===== config.mk =====
export PLATFORM = sky130hd
export DESIGN_NAME = sdi_output_source_control
export DESIGN_NICKNAME = d
export VERILOG_FILES = /design/src/sdi_output_source_control.v
export VERILOG_INCLUDE_DIRS = /design/src
export SDC_FILE = /design/constraint.sdc
export NUM_CORES = 1
export LEC_CHECK = 0
export BUFFER_PORTS_ARGS = -buffer_cell sky130_fd_sc_hd__buf_2
export CORE_MARGIN = 3
export CORE_UTILIZATION = 49
export CTS_CLUSTER_SIZE = 30
export DETAILED_ROUTE_END_ITERATION = 10
export GPL_ROUTABILITY_DRIVEN = 0
export PLACE_DENSITY = 0.75
export SKIP_CTS_REPAIR_TIMING = 1
export SLEW_MARGIN = 20
export SYNTH_ARGS = -nofsm -noshare
export SYNTH_HDL_FRONTEND = slang
export SYNTH_SLANG_ARGS = --single-unit

===== constraint.sdc =====
create_clock -name clk_i -period 2.2 [get_ports clk_i]
set_clock_uncertainty 0.2 [all_clocks]
set_input_delay 0.11 -clock clk_i [delete_from_list [all_inputs] [get_ports clk_i]]
set_output_delay 0.11 -clock clk_i [all_outputs]
set_load 0.02 [all_outputs]

===== src/sdi_ctrl_consts.vh =====
// Purpose: constants for the sdi output source control block
// Assumes: 250 MHz system clock, 32-bit classic wishbone register bus
// Notes: definitions only
`ifndef SDI_CTRL_CONSTS_VH
`define SDI_CTRL_CONSTS_VH

// ----------------------------------------
// register byte offsets
// ----------------------------------------
`define REG_CTRL 8'h00
`define REG_MAP 8'h04
`define REG_FMT 8'h08
`define REG_STATUS 8'h0c

// ----------------------------------------
// control register fields
// ----------------------------------------
`define CTRL_SRC_BIT 0
`define CTRL_LOCK_BIT 1
`define CTRL_OVL_BIT 2
`define CTRL_REF_BIT 3
`define CTRL_GPI_BIT 4
`define CTRL_GPO_LSB 6
`define CTRL_LINK_BIT 8
`define CTRL_RESET 9'h000
`define GPO_DISABLED 2'h0
`define GPO_ON_PRESENT 2'h1
`define GPO_ON_ABSENT 2'h2

// ----------------------------------------
// insertion map and format fields
// ----------------------------------------
`define MAP_B_LSB 4
`define MAP_RESET 7'h00
`define CODE_NONE 3'h0
`define CODE_MAX 3'h4
`define FMT_RESET 4'h0
`define FMT_1080_BIT 3
`define AUD_THRESH 16'h0147

// ----------------------------------------
// output sources
// ----------------------------------------
`define SRC_PASS 2'h0
`define SRC_GRAY 2'h1
`define SRC_IMAGE 2'h2

// ----------------------------------------
// timing
// ----------------------------------------
`define CLK_KHZ 250000
`define GRAY_TIME_MS 7000
`define LEARN_TIME_MS 5000
`define WALK_STEP_MS 250
`define VERSION_TIME_MS 2000
`define DATA_PULSE_MS 50
`define FRONT_LEDS 12

`endif


===== src/sdi_output_source_control.v =====
// Purpose: source selection, generator policy, insertion map, gpi/gpo and indicators
// Assumes: valid flags and gpi arrive asynchronously; format, audio peaks and
//   remote bus hits come from logic on clk_i
// Notes: registers on classic wishbone, one wait state per access
`timescale 1ns/10ps
`include "sdi_ctrl_consts.vh"

// Behaviour
// - one selected input, coaxial or optical
// - format policy follows input or stays locked
// - learn format after five seconds valid input
// - overlay setting enables or disables moving box
// - overlay only drawn on stored image
// - pass-through routes valid input to outputs
// - reference-only always sends generated image
// - two codes map audio pairs to groups
// - both codes none means no insertion
// - gpi low inhibits insertion when configured
// - all-none map ignores the gpi
// - gpo high while input present
// - gpo high while input absent
// - power-up without input: gray, then image
// - input loss: gray seven seconds, then image
// - image size follows stored format
// - optical output always active, same signal
// - input led shows selected input valid
// - coax board led when selected and valid
// - optical board led when selected and valid
// - data led blinks on addressed bus traffic
// - audio led lit when present and inserted
// - present means above minus forty dbfs
// - power-up led walk, version, power on
// - status led once controller link established
module sdi_output_source_control #(
  parameter [31:0] GRAY_CYCLES = `GRAY_TIME_MS * `CLK_KHZ,
  parameter [31:0] LEARN_CYCLES = `LEARN_TIME_MS * `CLK_KHZ,
  parameter [31:0] WALK_CYCLES = `WALK_STEP_MS * `CLK_KHZ,
  parameter [31:0] VERSION_CYCLES = `VERSION_TIME_MS * `CLK_KHZ,
  parameter [31:0] PULSE_CYCLES = `DATA_PULSE_MS * `CLK_KHZ,
  parameter [11:0] FW_VERSION = 12'h5a3 // arbitrary version pattern
) (
  input wire clk_i,
  input wire rst_i,
  input wire ce_i,
  input wire wb_cyc_i,
  input wire wb_stb_i,
  input wire wb_we_i,
  input wire [7:0] wb_adr_i,
  input wire [3:0] wb_sel_i,
  input wire [31:0] wb_dat_i,
  output reg [31:0] wb_dat_o,
  output reg wb_ack_o,
  input wire coax_valid_i,
  input wire optical_valid_i,
  input wire gpi_i,
  input wire [3:0] fmt_in_i,
  input wire fmt_ok_i,
  input wire [127:0] audio_peak_i,
  input wire bus_hit_i,
  output reg src_optical_o,
  output reg [1:0] out_source_o,
  output reg optical_tx_en_o,
  output reg overlay_on_o,
  output reg image_1080_o,
  output reg [3:0] stored_fmt_o,
  output reg [2:0] insert_a_o,
  output reg [2:0] insert_b_o,
  output reg gpo_o,
  output reg [11:0] led_front_o,
  output reg led_status_o,
  output reg led_coax_o,
  output reg led_optical_o
);

  localparam [1:0] S_BOOT = 2'h0;
  localparam [1:0] S_PASS = 2'h1;
  localparam [1:0] S_GRAY = 2'h2;
  localparam [1:0] S_IMAGE = 2'h3;

  reg [8:0] ctrl;
  reg [6:0] map;
  reg [3:0] stored_fmt;
  reg [2:0] sync1;
  reg [2:0] sync2;
  reg [2:0] sync3;
  reg [2:0] stable;
  reg [1:0] state;
  reg [1:0] next_state;
  reg [31:0] gray_cnt;
  reg [31:0] learn_cnt;
  reg [3:0] learn_fmt;
  reg [31:0] boot_cnt;
  reg [3:0] boot_step;
  reg boot_done;
  reg [31:0] pulse_cnt;
  reg [1:0] pulse_phase;
  reg [7:0] aud_present;
  wire in_valid;
  wire pass_ok;
  wire inhibit;
  wire [2:0] code_a;
  wire [2:0] code_b;
  wire [2:0] eff_a;
  wire [2:0] eff_b;
  wire wb_req;
  wire [31:0] status_word;

  // ----------------------------------------
  // wishbone slave
  // ----------------------------------------
  // ack is registered: one wait state, and a held strobe is not taken again in its ack cycle
  assign wb_req = wb_cyc_i & wb_stb_i & ~wb_ack_o;
  // status: audio presence, input format, gpio state, boot and source
  assign status_word = {8'h00, aud_present, 4'h0, fmt_in_i, 1'b0, gpo_o, inhibit,
    stable[2], boot_done, out_source_o, in_valid};

  always @(posedge clk_i) begin
    if (rst_i) begin
      wb_ack_o <= 1'b0;
      wb_dat_o <= 32'h00000000;
    end else if (ce_i) begin
      wb_ack_o <= wb_req;
      wb_dat_o <= 32'h00000000;
      if (wb_req && !wb_we_i) begin
        case (wb_adr_i)
          `REG_CTRL: wb_dat_o <= {23'h000000, ctrl};
          `REG_MAP: wb_dat_o <= {25'h0000000, map};
          `REG_FMT: wb_dat_o <= {28'h0000000, stored_fmt};
          `REG_STATUS: wb_dat_o <= status_word;
          default: wb_dat_o <= 32'h00000000;
        endcase
      end
    end
  end

  // ----------------------------------------
  // configuration registers
  // ----------------------------------------
  always @(posedge clk_i) begin
    if (rst_i) begin
      ctrl <= `CTRL_RESET;
      map <= `MAP_RESET;
    end else if (ce_i && wb_req && wb_we_i) begin
      if (wb_adr_i == `REG_CTRL && wb_sel_i[0])
        ctrl[7:0] <= wb_dat_i[7:0];
      if (wb_adr_i == `REG_CTRL && wb_sel_i[1])
        ctrl[8] <= wb_dat_i[8];
      if (wb_adr_i == `REG_MAP && wb_sel_i[0])
        map <= wb_dat_i[6:0];
    end
  end

  // ----------------------------------------
  // input synchronisers
  // ----------------------------------------
  // a level is accepted once the second and third stages agree
  always @(posedge clk_i) begin
    if (rst_i) begin
      // gpi stages start at the idle high level so reset brings no false inhibit
      sync1 <= 3'h4;
      sync2 <= 3'h4;
      sync3 <= 3'h4;
      stable <= 3'h4;
    end else if (ce_i) begin
      sync1 <= {gpi_i, optical_valid_i, coax_valid_i};
      sync2 <= sync1;
      sync3 <= sync2;
      stable <= ((sync2 ~^ sync3) & sync3) | ((sync2 ^ sync3) & stable);
    end
  end

  assign in_valid = ctrl[`CTRL_SRC_BIT] ? stable[1] : stable[0];
  assign pass_ok = in_valid & ~ctrl[`CTRL_REF_BIT];

  // ----------------------------------------
  // output source sequencing
  // ----------------------------------------
  // losing the input in pass shows gray before the stored image, unless reference mode is set, which goes straight to image
  always @* begin
    next_state = state;
    case (state)
      S_BOOT: begin
        if (boot_done)
          next_state = pass_ok ? S_PASS : S_GRAY;
      end
      S_PASS: begin
        if (ctrl[`CTRL_REF_BIT])
          next_state = S_IMAGE;
        else if (!in_valid)
          next_state = S_GRAY;
      end
      S_GRAY: begin
        if (pass_ok)
          next_state = S_PASS;
        else if (gray_cnt >= GRAY_CYCLES - 32'h1)
          next_state = S_IMAGE;
      end
      S_IMAGE: begin
        if (pass_ok)
          next_state = S_PASS;
      end
      default: next_state = S_BOOT;
    endcase
  end

  always @(posedge clk_i) begin
    if (rst_i) begin
      state <= S_BOOT;
      gray_cnt <= 32'h0;
    end else if (ce_i) begin
      state <= next_state;
      if (state == S_GRAY && next_state == S_GRAY)
        gray_cnt <= gray_cnt + 32'h1;
      else
        gray_cnt <= 32'h0;
    end
  end

  // ----------------------------------------
  // format learning
  // ----------------------------------------
  // the learn window restarts whenever the input or its format changes
  always @(posedge clk_i) begin
    if (rst_i) begin
      stored_fmt <= `FMT_RESET;
      learn_cnt <= 32'h0;
      learn_fmt <= `FMT_RESET;
    end else if (ce_i) begin
      // a software write of the stored format wins over a learn in the same cycle
      learn_fmt <= fmt_in_i;
      if (wb_req && wb_we_i && wb_adr_i == `REG_FMT && wb_sel_i[0])
        stored_fmt <= wb_dat_i[3:0];
      else if (learn_cnt >= LEARN_CYCLES - 32'h1)
        stored_fmt <= learn_fmt;
      if (ctrl[`CTRL_LOCK_BIT] || !in_valid || !fmt_ok_i || fmt_in_i != learn_fmt)
        learn_cnt <= 32'h0;
      else if (learn_cnt < LEARN_CYCLES - 32'h1)
        learn_cnt <= learn_cnt + 32'h1;
      else
        learn_cnt <= learn_cnt;
    end
  end

  // ----------------------------------------
  // audio insertion
  // ----------------------------------------
  // codes above the last group count as no insertion
  assign code_a = (map[2:0] > `CODE_MAX) ? `CODE_NONE : map[2:0];
  assign code_b = (map[6:4] > `CODE_MAX) ? `CODE_NONE : map[6:4];
  assign inhibit = ctrl[`CTRL_GPI_BIT] & ~stable[2];
  assign eff_a = inhibit ? `CODE_NONE : code_a;
  assign eff_b = inhibit ? `CODE_NONE : code_b;

  // one presence flag per audio channel: above the threshold means signal
  genvar ch;
  generate
    for (ch = 0; ch < 8; ch = ch + 1) begin : g_aud
      always @(posedge clk_i) begin
        if (rst_i)
          aud_present[ch] <= 1'b0;
        else if (ce_i)
          aud_present[ch] <= audio_peak_i[ch*16 +: 16] > `AUD_THRESH;
      end
    end
  endgenerate

  // ----------------------------------------
  // power-up indicator sequence
  // ----------------------------------------
  always @(posedge clk_i) begin
    if (rst_i) begin
      boot_cnt <= 32'h0;
      boot_step <= 4'h0;
      boot_done <= 1'b0;
    end else if (ce_i && !boot_done) begin
      // walk the lamps, then hold the version; boot_done then freezes the count
      if (boot_step < `FRONT_LEDS) begin
        if (boot_cnt >= WALK_CYCLES - 32'h1) begin
          boot_cnt <= 32'h0;
          boot_step <= boot_step + 4'h1;
        end else begin
          boot_cnt <= boot_cnt + 32'h1;
        end
      end else if (boot_cnt >= VERSION_CYCLES - 32'h1) begin
        boot_done <= 1'b1;
      end else begin
        boot_cnt <= boot_cnt + 32'h1;
      end
    end
  end

  // ----------------------------------------
  // data activity blink
  // ----------------------------------------
  // phase 1 lit, phase 2 dark; hits during a blink are absorbed
  always @(posedge clk_i) begin
    if (rst_i) begin
      pulse_cnt <= 32'h0;
      pulse_phase <= 2'h0;
    end else if (ce_i) begin
      // idle: the counter stays clear until the next hit
      if (pulse_phase == 2'h0) begin
        pulse_cnt <= 32'h0;
        if (bus_hit_i)
          pulse_phase <= 2'h1;
      end else if (pulse_cnt >= PULSE_CYCLES - 32'h1) begin
        pulse_cnt <= 32'h0;
        pulse_phase <= (pulse_phase == 2'h1) ? 2'h2 : 2'h0;
      end else begin
        pulse_cnt <= pulse_cnt + 32'h1;
      end
    end
  end

  // ----------------------------------------
  // registered outputs
  // ----------------------------------------
  always @(posedge clk_i) begin
    if (rst_i) begin
      src_optical_o <= 1'b0;
      out_source_o <= `SRC_GRAY;
      optical_tx_en_o <= 1'b0;
      overlay_on_o <= 1'b0;
      image_1080_o <= 1'b0;
      stored_fmt_o <= `FMT_RESET;
      insert_a_o <= `CODE_NONE;
      insert_b_o <= `CODE_NONE;
      gpo_o <= 1'b0;
      led_front_o <= 12'h000;
      led_status_o <= 1'b0;
      led_coax_o <= 1'b0;
      led_optical_o <= 1'b0;
    end else if (ce_i) begin
      src_optical_o <= ctrl[`CTRL_SRC_BIT];
      case (state)
        S_PASS: out_source_o <= `SRC_PASS;
        S_IMAGE: out_source_o <= `SRC_IMAGE;
        default: out_source_o <= `SRC_GRAY;
      endcase
      optical_tx_en_o <= 1'b1;
      overlay_on_o <= ctrl[`CTRL_OVL_BIT] && state == S_IMAGE;
      image_1080_o <= stored_fmt[`FMT_1080_BIT];
      stored_fmt_o <= stored_fmt;
      insert_a_o <= eff_a;
      insert_b_o <= eff_b;
      case (ctrl[`CTRL_GPO_LSB +: 2])
        `GPO_ON_PRESENT: gpo_o <= in_valid;
        `GPO_ON_ABSENT: gpo_o <= ~in_valid;
        default: gpo_o <= 1'b0;
      endcase
      if (!boot_done) begin
        if (boot_step < `FRONT_LEDS)
          led_front_o <= 12'h001 << boot_step;
        else
          led_front_o <= FW_VERSION;
      end else begin
        led_front_o[0] <= 1'b1;
        led_front_o[1] <= 1'b0;
        led_front_o[2] <= in_valid;
        led_front_o[3] <= pulse_phase == 2'h1;
        led_front_o[7:4] <= aud_present[3:0] & {4{eff_a != `CODE_NONE}};
        led_front_o[11:8] <= aud_present[7:4] & {4{eff_b != `CODE_NONE}};
      end
      // board lamps follow the per-input flags, gated by the selection
      led_status_o <= ctrl[`CTRL_LINK_BIT];
      led_coax_o <= ~ctrl[`CTRL_SRC_BIT] & stable[0];
      led_optical_o <= ctrl[`CTRL_SRC_BIT] & stable[1];
    end
  end

endmodule // sdi_output_source_control


==> results.py, run 1 <==
metrics = {
    "outcome": {
        "outcome": "complete, but fails checks",
        "violations": "negative hold slack, negative setup slack",
    },
    "timing": {
        "post-route-min-period_ns": 2.41,
        "finalCritPeriodShare_pct": 110,
        "tightest_slew_ns": 0.642,
        "setup_tns_ns": -7.17,
        "timing.fmax_mhz": 415,
        "grt_setup_unrepaired": "true",
        "finalHoldWorstSlack_ns": -0.0511,
        "final_report_max_slew_violation_count": 0,
        "postLayoutSetupSlackWorst_ns": -0.211,
        "max_slew_margin_vs_limit_pct": 57.2,
        "finalHoldViolCount": 4,
        "setup_viol": 65,
    },
    "power_and_ir_drop": {
        "power_leakage_nw": 6.12,
        "irDropWorstVdd_uv": 506,
        "design_power_total_mw": 9.25,
        "powerDensity_nw_per_um2": 595,
    },
    "critical_path": {
        "critical_path_required_ns": 2.46,
        "critPathCaptureType": "register",
        "critical_path_arrival_ns": 2.67,
        "timing.setup.critical_path_class": "register to register",
        "critical_path.startpoint_type": "register",
        "worst-path-max-fanout": 6,
    },
    "clock_tree": {
        "clk-insertion-delay-late_ns": 0.53,
        "clock-root-buffer": "sky130_fd_sc_hd__clkbuf_16",
        "numCtsBuffers": 25,
        "htreeDepth": 1,
        "cts_sinks": 233,
        "clk_path_buf_depth": 3,
        "worst_setup_hold_path_clk_slew_ns": 0.06,
        "cts_tree": "yes",
    },
    "layout": {
        "final_net_count": 1902,
        "layout_commonest_cell": "sky130_fd_sc_hd__dfxtp_1",
        "synthToLayoutAreaGrowth_pct": 39.3,
        "commonest_cells_after_routing_fill_and_taps_aside": "sky130_fd_sc_hd__dfxtp_1, sky130_fd_sc_hd__nor2_1, sky130_fd_sc_hd__buf_2",
        "layout-drive-gt1-share_pct": 30.7,
        "design_area_sq_um": 15500,
        "layout.core_utilization_pct": 70.3,
    },
    "synth": {
        "post_synth.cell_area_avg_sq_um": 8.38,
        "synth.yosys.seq_area_share_pct": 41.8,
        "synth_area_sq_um": 11200,
        "ys_seq_elements": 233,
        "synthCells": 1332,
        "synthArstFlopShare_pct": 0,
        "synth-edff-count": 0,
        "ys.warnings.count": 0,
        "ys_dominant_reg_cell": "sky130_fd_sc_hd__dfxtp_1",
        "synthDistinctLibCells": 71,
    },
    "global_routing": {
        "overflow": 0,
        "grt_usage_pct": 24.6,
        "grt_max_degree": 69,
        "vias_in_the_first_global_route": 10500,
        "global_route_wire_length_before_repair_mm": 50.5,
        "initial_antenna_violation_count": 1,
    },
    "drt": {
        "wl_per_cell_microns": 17.4,
        "drt-initial-drc-count": 812,
        "avgViaCountPerCell": 5.85,
        "number_of_drc_violations_after_detailed_routing": 0,
        "drt_wl_total_mm": 34.9,
        "drtAntennaViolNets": 0,
        "detailroute.via_count": 11700,
        "drtPass1Iterations": 5,
    },
    "placement": {
        "place_area_sq_um": 13400,
        "port_buffers": 190,
        "post-dp-hpwl_mm": 22.4,
    },
    "min_path": {
        "worstHoldPathType": "input port to register",
    },
    "die": {
        "core_area_sq_um": 22100,
        "initial_core_util_pct": 50.5,
        "die_height_microns": 157,
        "fp.dieW_microns": 157,
        "die_area_sq_um": 24600,
        "pin_count": 252,
        "rows": 54,
    },
    "run": {
        "maxCapViolations": 0,
    },
}
-- cells in the mapped netlist (9+ instances only) --
cell / count / area, sq um
sky130_fd_sc_hd__nand4_1: 45 / 282
sky130_fd_sc_hd__nand2_1: 103 / 387
sky130_fd_sc_hd__a21oi_1: 74 / 370
sky130_fd_sc_hd__buf_2: 14 / 70.1
sky130_fd_sc_hd__nor4_1: 29 / 181
sky130_fd_sc_hd__dfxtp_1: 233 / 4660
sky130_fd_sc_hd__xor2_1: 34 / 298
sky130_fd_sc_hd__mux2i_1: 49 / 490
sky130_fd_sc_hd__a22oi_1: 23 / 173
sky130_fd_sc_hd__nor3b_1: 9 / 67.6
sky130_fd_sc_hd__and4_1: 11 / 96.3
sky130_fd_sc_hd__o211ai_1: 11 / 82.6
sky130_fd_sc_hd__xnor2_1: 29 / 254
sky130_fd_sc_hd__o21ai_0: 57 / 285
sky130_fd_sc_hd__nor2_1: 200 / 751
sky130_fd_sc_hd__and2_1: 11 / 68.8
sky130_fd_sc_hd__or4_1: 18 / 135
sky130_fd_sc_hd__ha_1: 13 / 163
sky130_fd_sc_hd__nand3_1: 62 / 310
sky130_fd_sc_hd__a311oi_1: 11 / 96.3
sky130_fd_sc_hd__clkbuf_1: 47 / 176
sky130_fd_sc_hd__nand2b_1: 12 / 75.1
sky130_fd_sc_hd__buf_4: 13 / 97.6
sky130_fd_sc_hd__inv_1: 24 / 90.1
sky130_fd_sc_hd__nor3_1: 31 / 155
sky130_fd_sc_hd__and3_1: 22 / 138
sky130_fd_sc_hd__or3_1: 35 / 219
-- flip-flops by register name (all words and copies together), names as in the netlist, 4 cells and up --
name and count:
boot_cnt 32, gray_cnt 32, learn_cnt 32, pulse_cnt 32, wb_dat_o 20, led_front_o 12
ctrl 9, aud_present 8, map 7, boot_step 4, learn_fmt 4, stored_fmt 4
-- cell families (layout without fill, tap and decap cells) --
logic type / count (synthesis) / count (layout) / share of synthesized area, %
compound gates: 242 / 242 / 14.0
xor+xnor: 63 / 63 / 4.95
fa+ha+maj: 13 / 13 / 1.46
buf+inv: 109 / 485 / 4.53
flops: 233 / 233 / 41.8
mux: 54 / 54 / 5.20
other cells: 1 / 13 / 0.0336
simple gates: 617 / 617 / 28.1
-- routing by layer --
| layer | part of all wire (%) | vias up | GRT usage (%) | routed length (microns) |
|---|---|---|---|---|
| met5 | 0 | - | 0 | 0 |
| met4 | 3.3 | 0 | 7.79 | 1150 |
| met3 | 7.6 | 95 | 3.76 | 2640 |
| met2 | 48 | 503 | 41.7 | 16700 |
| met1 | 41 | 5553 | 32.3 | 14400 |
| li1 | - | 5541 | - | - |
-- cell type report --
| class | instances | area, sq um |
|---|---|---|
| inverter | 24 | 90.1 |
| timing repair buffer | 417 | 3020 |
| clock inverter | 9 | 98.8 |
| tap | 280 | 350 |
| fill | 1641 | 6560 |
| clock buffer | 35 | 713 |
| antenna | 1 | 2.50 |
| sequential | 233 | 4690 |
| multi-input combinational | 1001 | 6580 |
-- worst max-delay path, cell delays in order (launching register included) --
cell	delay, ns
sky130_fd_sc_hd__dfxtp_1	0.33
sky130_fd_sc_hd__nor4_4	0.35
sky130_fd_sc_hd__nand2_1	0.12
sky130_fd_sc_hd__a221o_1	0.33
sky130_fd_sc_hd__buf_4	0.17
sky130_fd_sc_hd__a2bb2oi_2	0.15
sky130_fd_sc_hd__buf_6	0.14
sky130_fd_sc_hd__or4b_1	0.47
sky130_fd_sc_hd__o21ai_1	0.08
-- per-stage QoR --
| stage | std cells | worst slack, ns |
|---|---|---|
| detailed placement | 1874 | -0.190 |
| global route | 2000 | -0.340 |
| floorplan | 1343 | -0.0462 |
| CTS | 1918 | -0.208 |
| finish | 2000 | -0.211 |
| global placement | 1874 | -0.158 |
-- worst paths after layout --
check,slack [ns],start,cells after the start,to
setup / recovery,-0.21,learn_cnt[17],8,learn_cnt[18]
hold / removal,-0.05,wb_adr_i[2],4,wb_dat_o[3]
setup reg to reg,-0.21,learn_cnt[17],8,learn_cnt[18]
hold reg to reg,0.26,wb_dat_o[7],2,wb_dat_o[7]
-- where the power goes --
group	switching (mW)	leakage [nW]	total (mW)	internal, mW
clock	1.72	0.406	4.20	2.49
combinational	0.395	3.82	0.743	0.348
sequential	0.0381	1.89	4.30	4.26
total	2.15	6.12	9.25	7.10
(Power assumes the default switching activity.)
==> run 2: changes to the inputs <==
- ABC_CLOCK_PERIOD_IN_PS: unset -> 2200
- CORE_UTILIZATION: 49 -> 35
- PLACE_DENSITY: 0.75 -> 0.57
==> run 2 against run 1 <==
  * The flow still finishes with violations (negative hold slack, negative setup slack)
  * Non-clock buffer count rose by 12
  * Register-to-register slack got worse by 0.03 ns
  * Final area rose by 2.3%
  * Critical endpoint is now learn_cnt[21]
  * Highest routed layer unchanged
  * Maximum frequency fell by 1.3%
  * Critical path type unchanged
  * Worst setup slack got worse by 0.032 ns
  * Sequential power barely moved
  * Die area rose by 38%
==> results.py, run 2 (same netlist as run 1, synthesis figures left out) <==
metrics = {
    "layout": {
        "layout.core_utilization_pct": 51.3,
        "synthToLayoutAreaGrowth_pct": 42.4,
        "layout-drive-gt1-share_pct": 32.0,
        "antenna-diode-count": 0,
        "commonest_cells_after_routing_fill_and_taps_aside": "sky130_fd_sc_hd__dfxtp_1, sky130_fd_sc_hd__nor2_1, sky130_fd_sc_hd__buf_2",
        "final_net_count": 1916,
        "design_area_sq_um": 15900,
        "multi_input_comb_area_sq_um": 6590,
        "seq_area_sq_um": 4680,
        "layout_commonest_cell": "sky130_fd_sc_hd__dfxtp_1",
        "fill_cells": 2873,
        "final-instance-count-excl-fill": 2133,
    },
    "critical_path": {
        "critical_path_arrival_ns": 2.70,
        "critPathCaptureType": "register",
        "r2r-start": "learn_cnt[25]",
        "critical_path.startpoint_type": "register",
        "critical_path_required_ns": 2.46,
        "worst-path-max-fanout": 5,
        "crit_path_start": "learn_cnt[25]",
        "worst_path_max_delay_cell": "sky130_fd_sc_hd__or4_4",
        "cp_slowest_stage_delay_ns": 0.48,
        "cp_top_family": "compound AO/OA/AOI/OAI gates",
        "timing.setup.critical_path_class": "register to register",
        "combined_buffer_and_inverter_count_along_the_critical_path": 1,
        "critical_path.cell_chain": "a21o_1, a211o_1, a221o_1, o21a_4, buf_6, or4_4, a21oi_2",
    },
    "die": {
        "rows": 64,
        "fp.dieW_microns": 185,
        "die_area_sq_um": 34100,
        "initial_core_util_pct": 36.0,
        "die_height_microns": 185,
        "core_area_sq_um": 31000,
        "pin_count": 252,
    },
    "drt": {
        "drt-initial-drc-count": 590,
        "avgViaCountPerCell": 5.24,
        "drt_wl_total_mm": 34.1,
        "drtPass1Iterations": 5,
        "wl_per_cell_microns": 16.0,
        "number_of_drc_violations_after_detailed_routing": 0,
        "drtAntennaViolNets": 0,
        "detailroute.via_count": 11200,
    },
    "outcome": {
        "violations": "negative hold slack, negative setup slack",
        "outcome": "complete, but fails checks",
    },
    "timing": {
        "finalHoldWorstSlack_ns": -0.0173,
        "postLayoutSetupSlackWorst_ns": -0.243,
        "final_report_max_slew_violation_count": 0,
        "tightest_slew_ns": 0.654,
        "timing.fmax_mhz": 409,
        "post-route-min-period_ns": 2.44,
        "max_slew_margin_vs_limit_pct": 56.4,
        "grt_setup_unrepaired": "true",
        "finalCritPeriodShare_pct": 111,
        "setup_viol": 69,
        "finalHoldViolCount": 3,
    },
    "placement": {
        "post-dp-hpwl_mm": 23.6,
        "post-place-cells": 2013,
        "port_buffers": 190,
        "place_area_sq_um": 13700,
        "detailedPlace.worstSlack_ns": -0.178,
    },
    "clock_tree": {
        "numCtsBuffers": 27,
        "cts_sinks": 233,
        "clk-insertion-delay-late_ns": 0.54,
        "clk_path_buf_depth": 3,
        "cts_tree": "yes",
        "clock-root-buffer": "sky130_fd_sc_hd__clkbuf_16",
        "worst_setup_hold_path_clk_slew_ns": 0.06,
        "htreeDepth": 1,
    },
    "power_and_ir_drop": {
        "power_leakage_nw": 6.26,
        "powerDensity_nw_per_um2": 598,
        "irDropWorstVdd_uv": 521,
    },
    "min_path": {
        "worstHoldPathType": "input port to register",
        "timing.hold.worst.start": "wb_adr_i[3]",
    },
    "run": {
        "maxCapViolations": 0,
    },
    "global_routing": {
        "initial_antenna_violation_count": 0,
        "grt_usage_pct": 18.0,
        "global_route_wire_length_before_repair_mm": 51.3,
        "overflow": 0,
        "vias_in_the_first_global_route": 10200,
        "grt_max_degree": 88,
    },
}
## run 2: per-stage QoR
stage	power [mW]	setup TNS [ns]
detailed placement	4.98	-3.43
floorplan	4.70	-0.641
global placement	4.98	-1.77
global route	9.85	-12.99
CTS	9.48	-4.60
finish	9.50	-6.83
## run 2: worst reg2reg max path, cell delays in order, from the launching register on
cell and delay (ns):
sky130_fd_sc_hd__dfxtp_2 0.32, sky130_fd_sc_hd__a21o_1 0.17, sky130_fd_sc_hd__a211o_1 0.27, sky130_fd_sc_hd__a221o_1 0.38, sky130_fd_sc_hd__o21a_4 0.28, sky130_fd_sc_hd__buf_6 0.13
sky130_fd_sc_hd__or4_4 0.48, sky130_fd_sc_hd__a21oi_2 0.14
## run 2: final timing paths
path                                         to  slack (ns)  cells past startpoint
worst max-delay path              learn_cnt[21]       -0.24                      7
worst min-delay path                wb_dat_o[5]       -0.02                      4
worst max register to register    learn_cnt[21]       -0.24                      7
worst min register to register  optical_tx_en_o        0.26                      2
## run 2: final cells by class
type / instances / area share, %
multi-input combinational: 1001 / 41.5
sequential: 233 / 29.5
timing repair buffer: 429 / 19.7
clock buffer: 39 / 4.91
tap: 396 / 3.12
clock inverter: 11 / 0.725
inverter: 24 / 0.567
## run 2: per-layer routing
layer	part of all wire (%)	vias to the layer above	wire, microns	track usage (%)
met3	4.2	41	1420	2.66
met1	47	5320	15900	24.6
met4	1.6	0	554	3.18
met2	48	239	16200	30.7
li1	-	5575	-	-
met5	0	-	0	0
## run 2: power breakdown
group | internal (mW) | total (mW) | switching, mW
clock network | 2.70 | 4.48 | 1.79
registers | 4.26 | 4.30 | 0.0354
logic | 0.342 | 0.719 | 0.378
total | 7.30 | 9.50 | 2.20
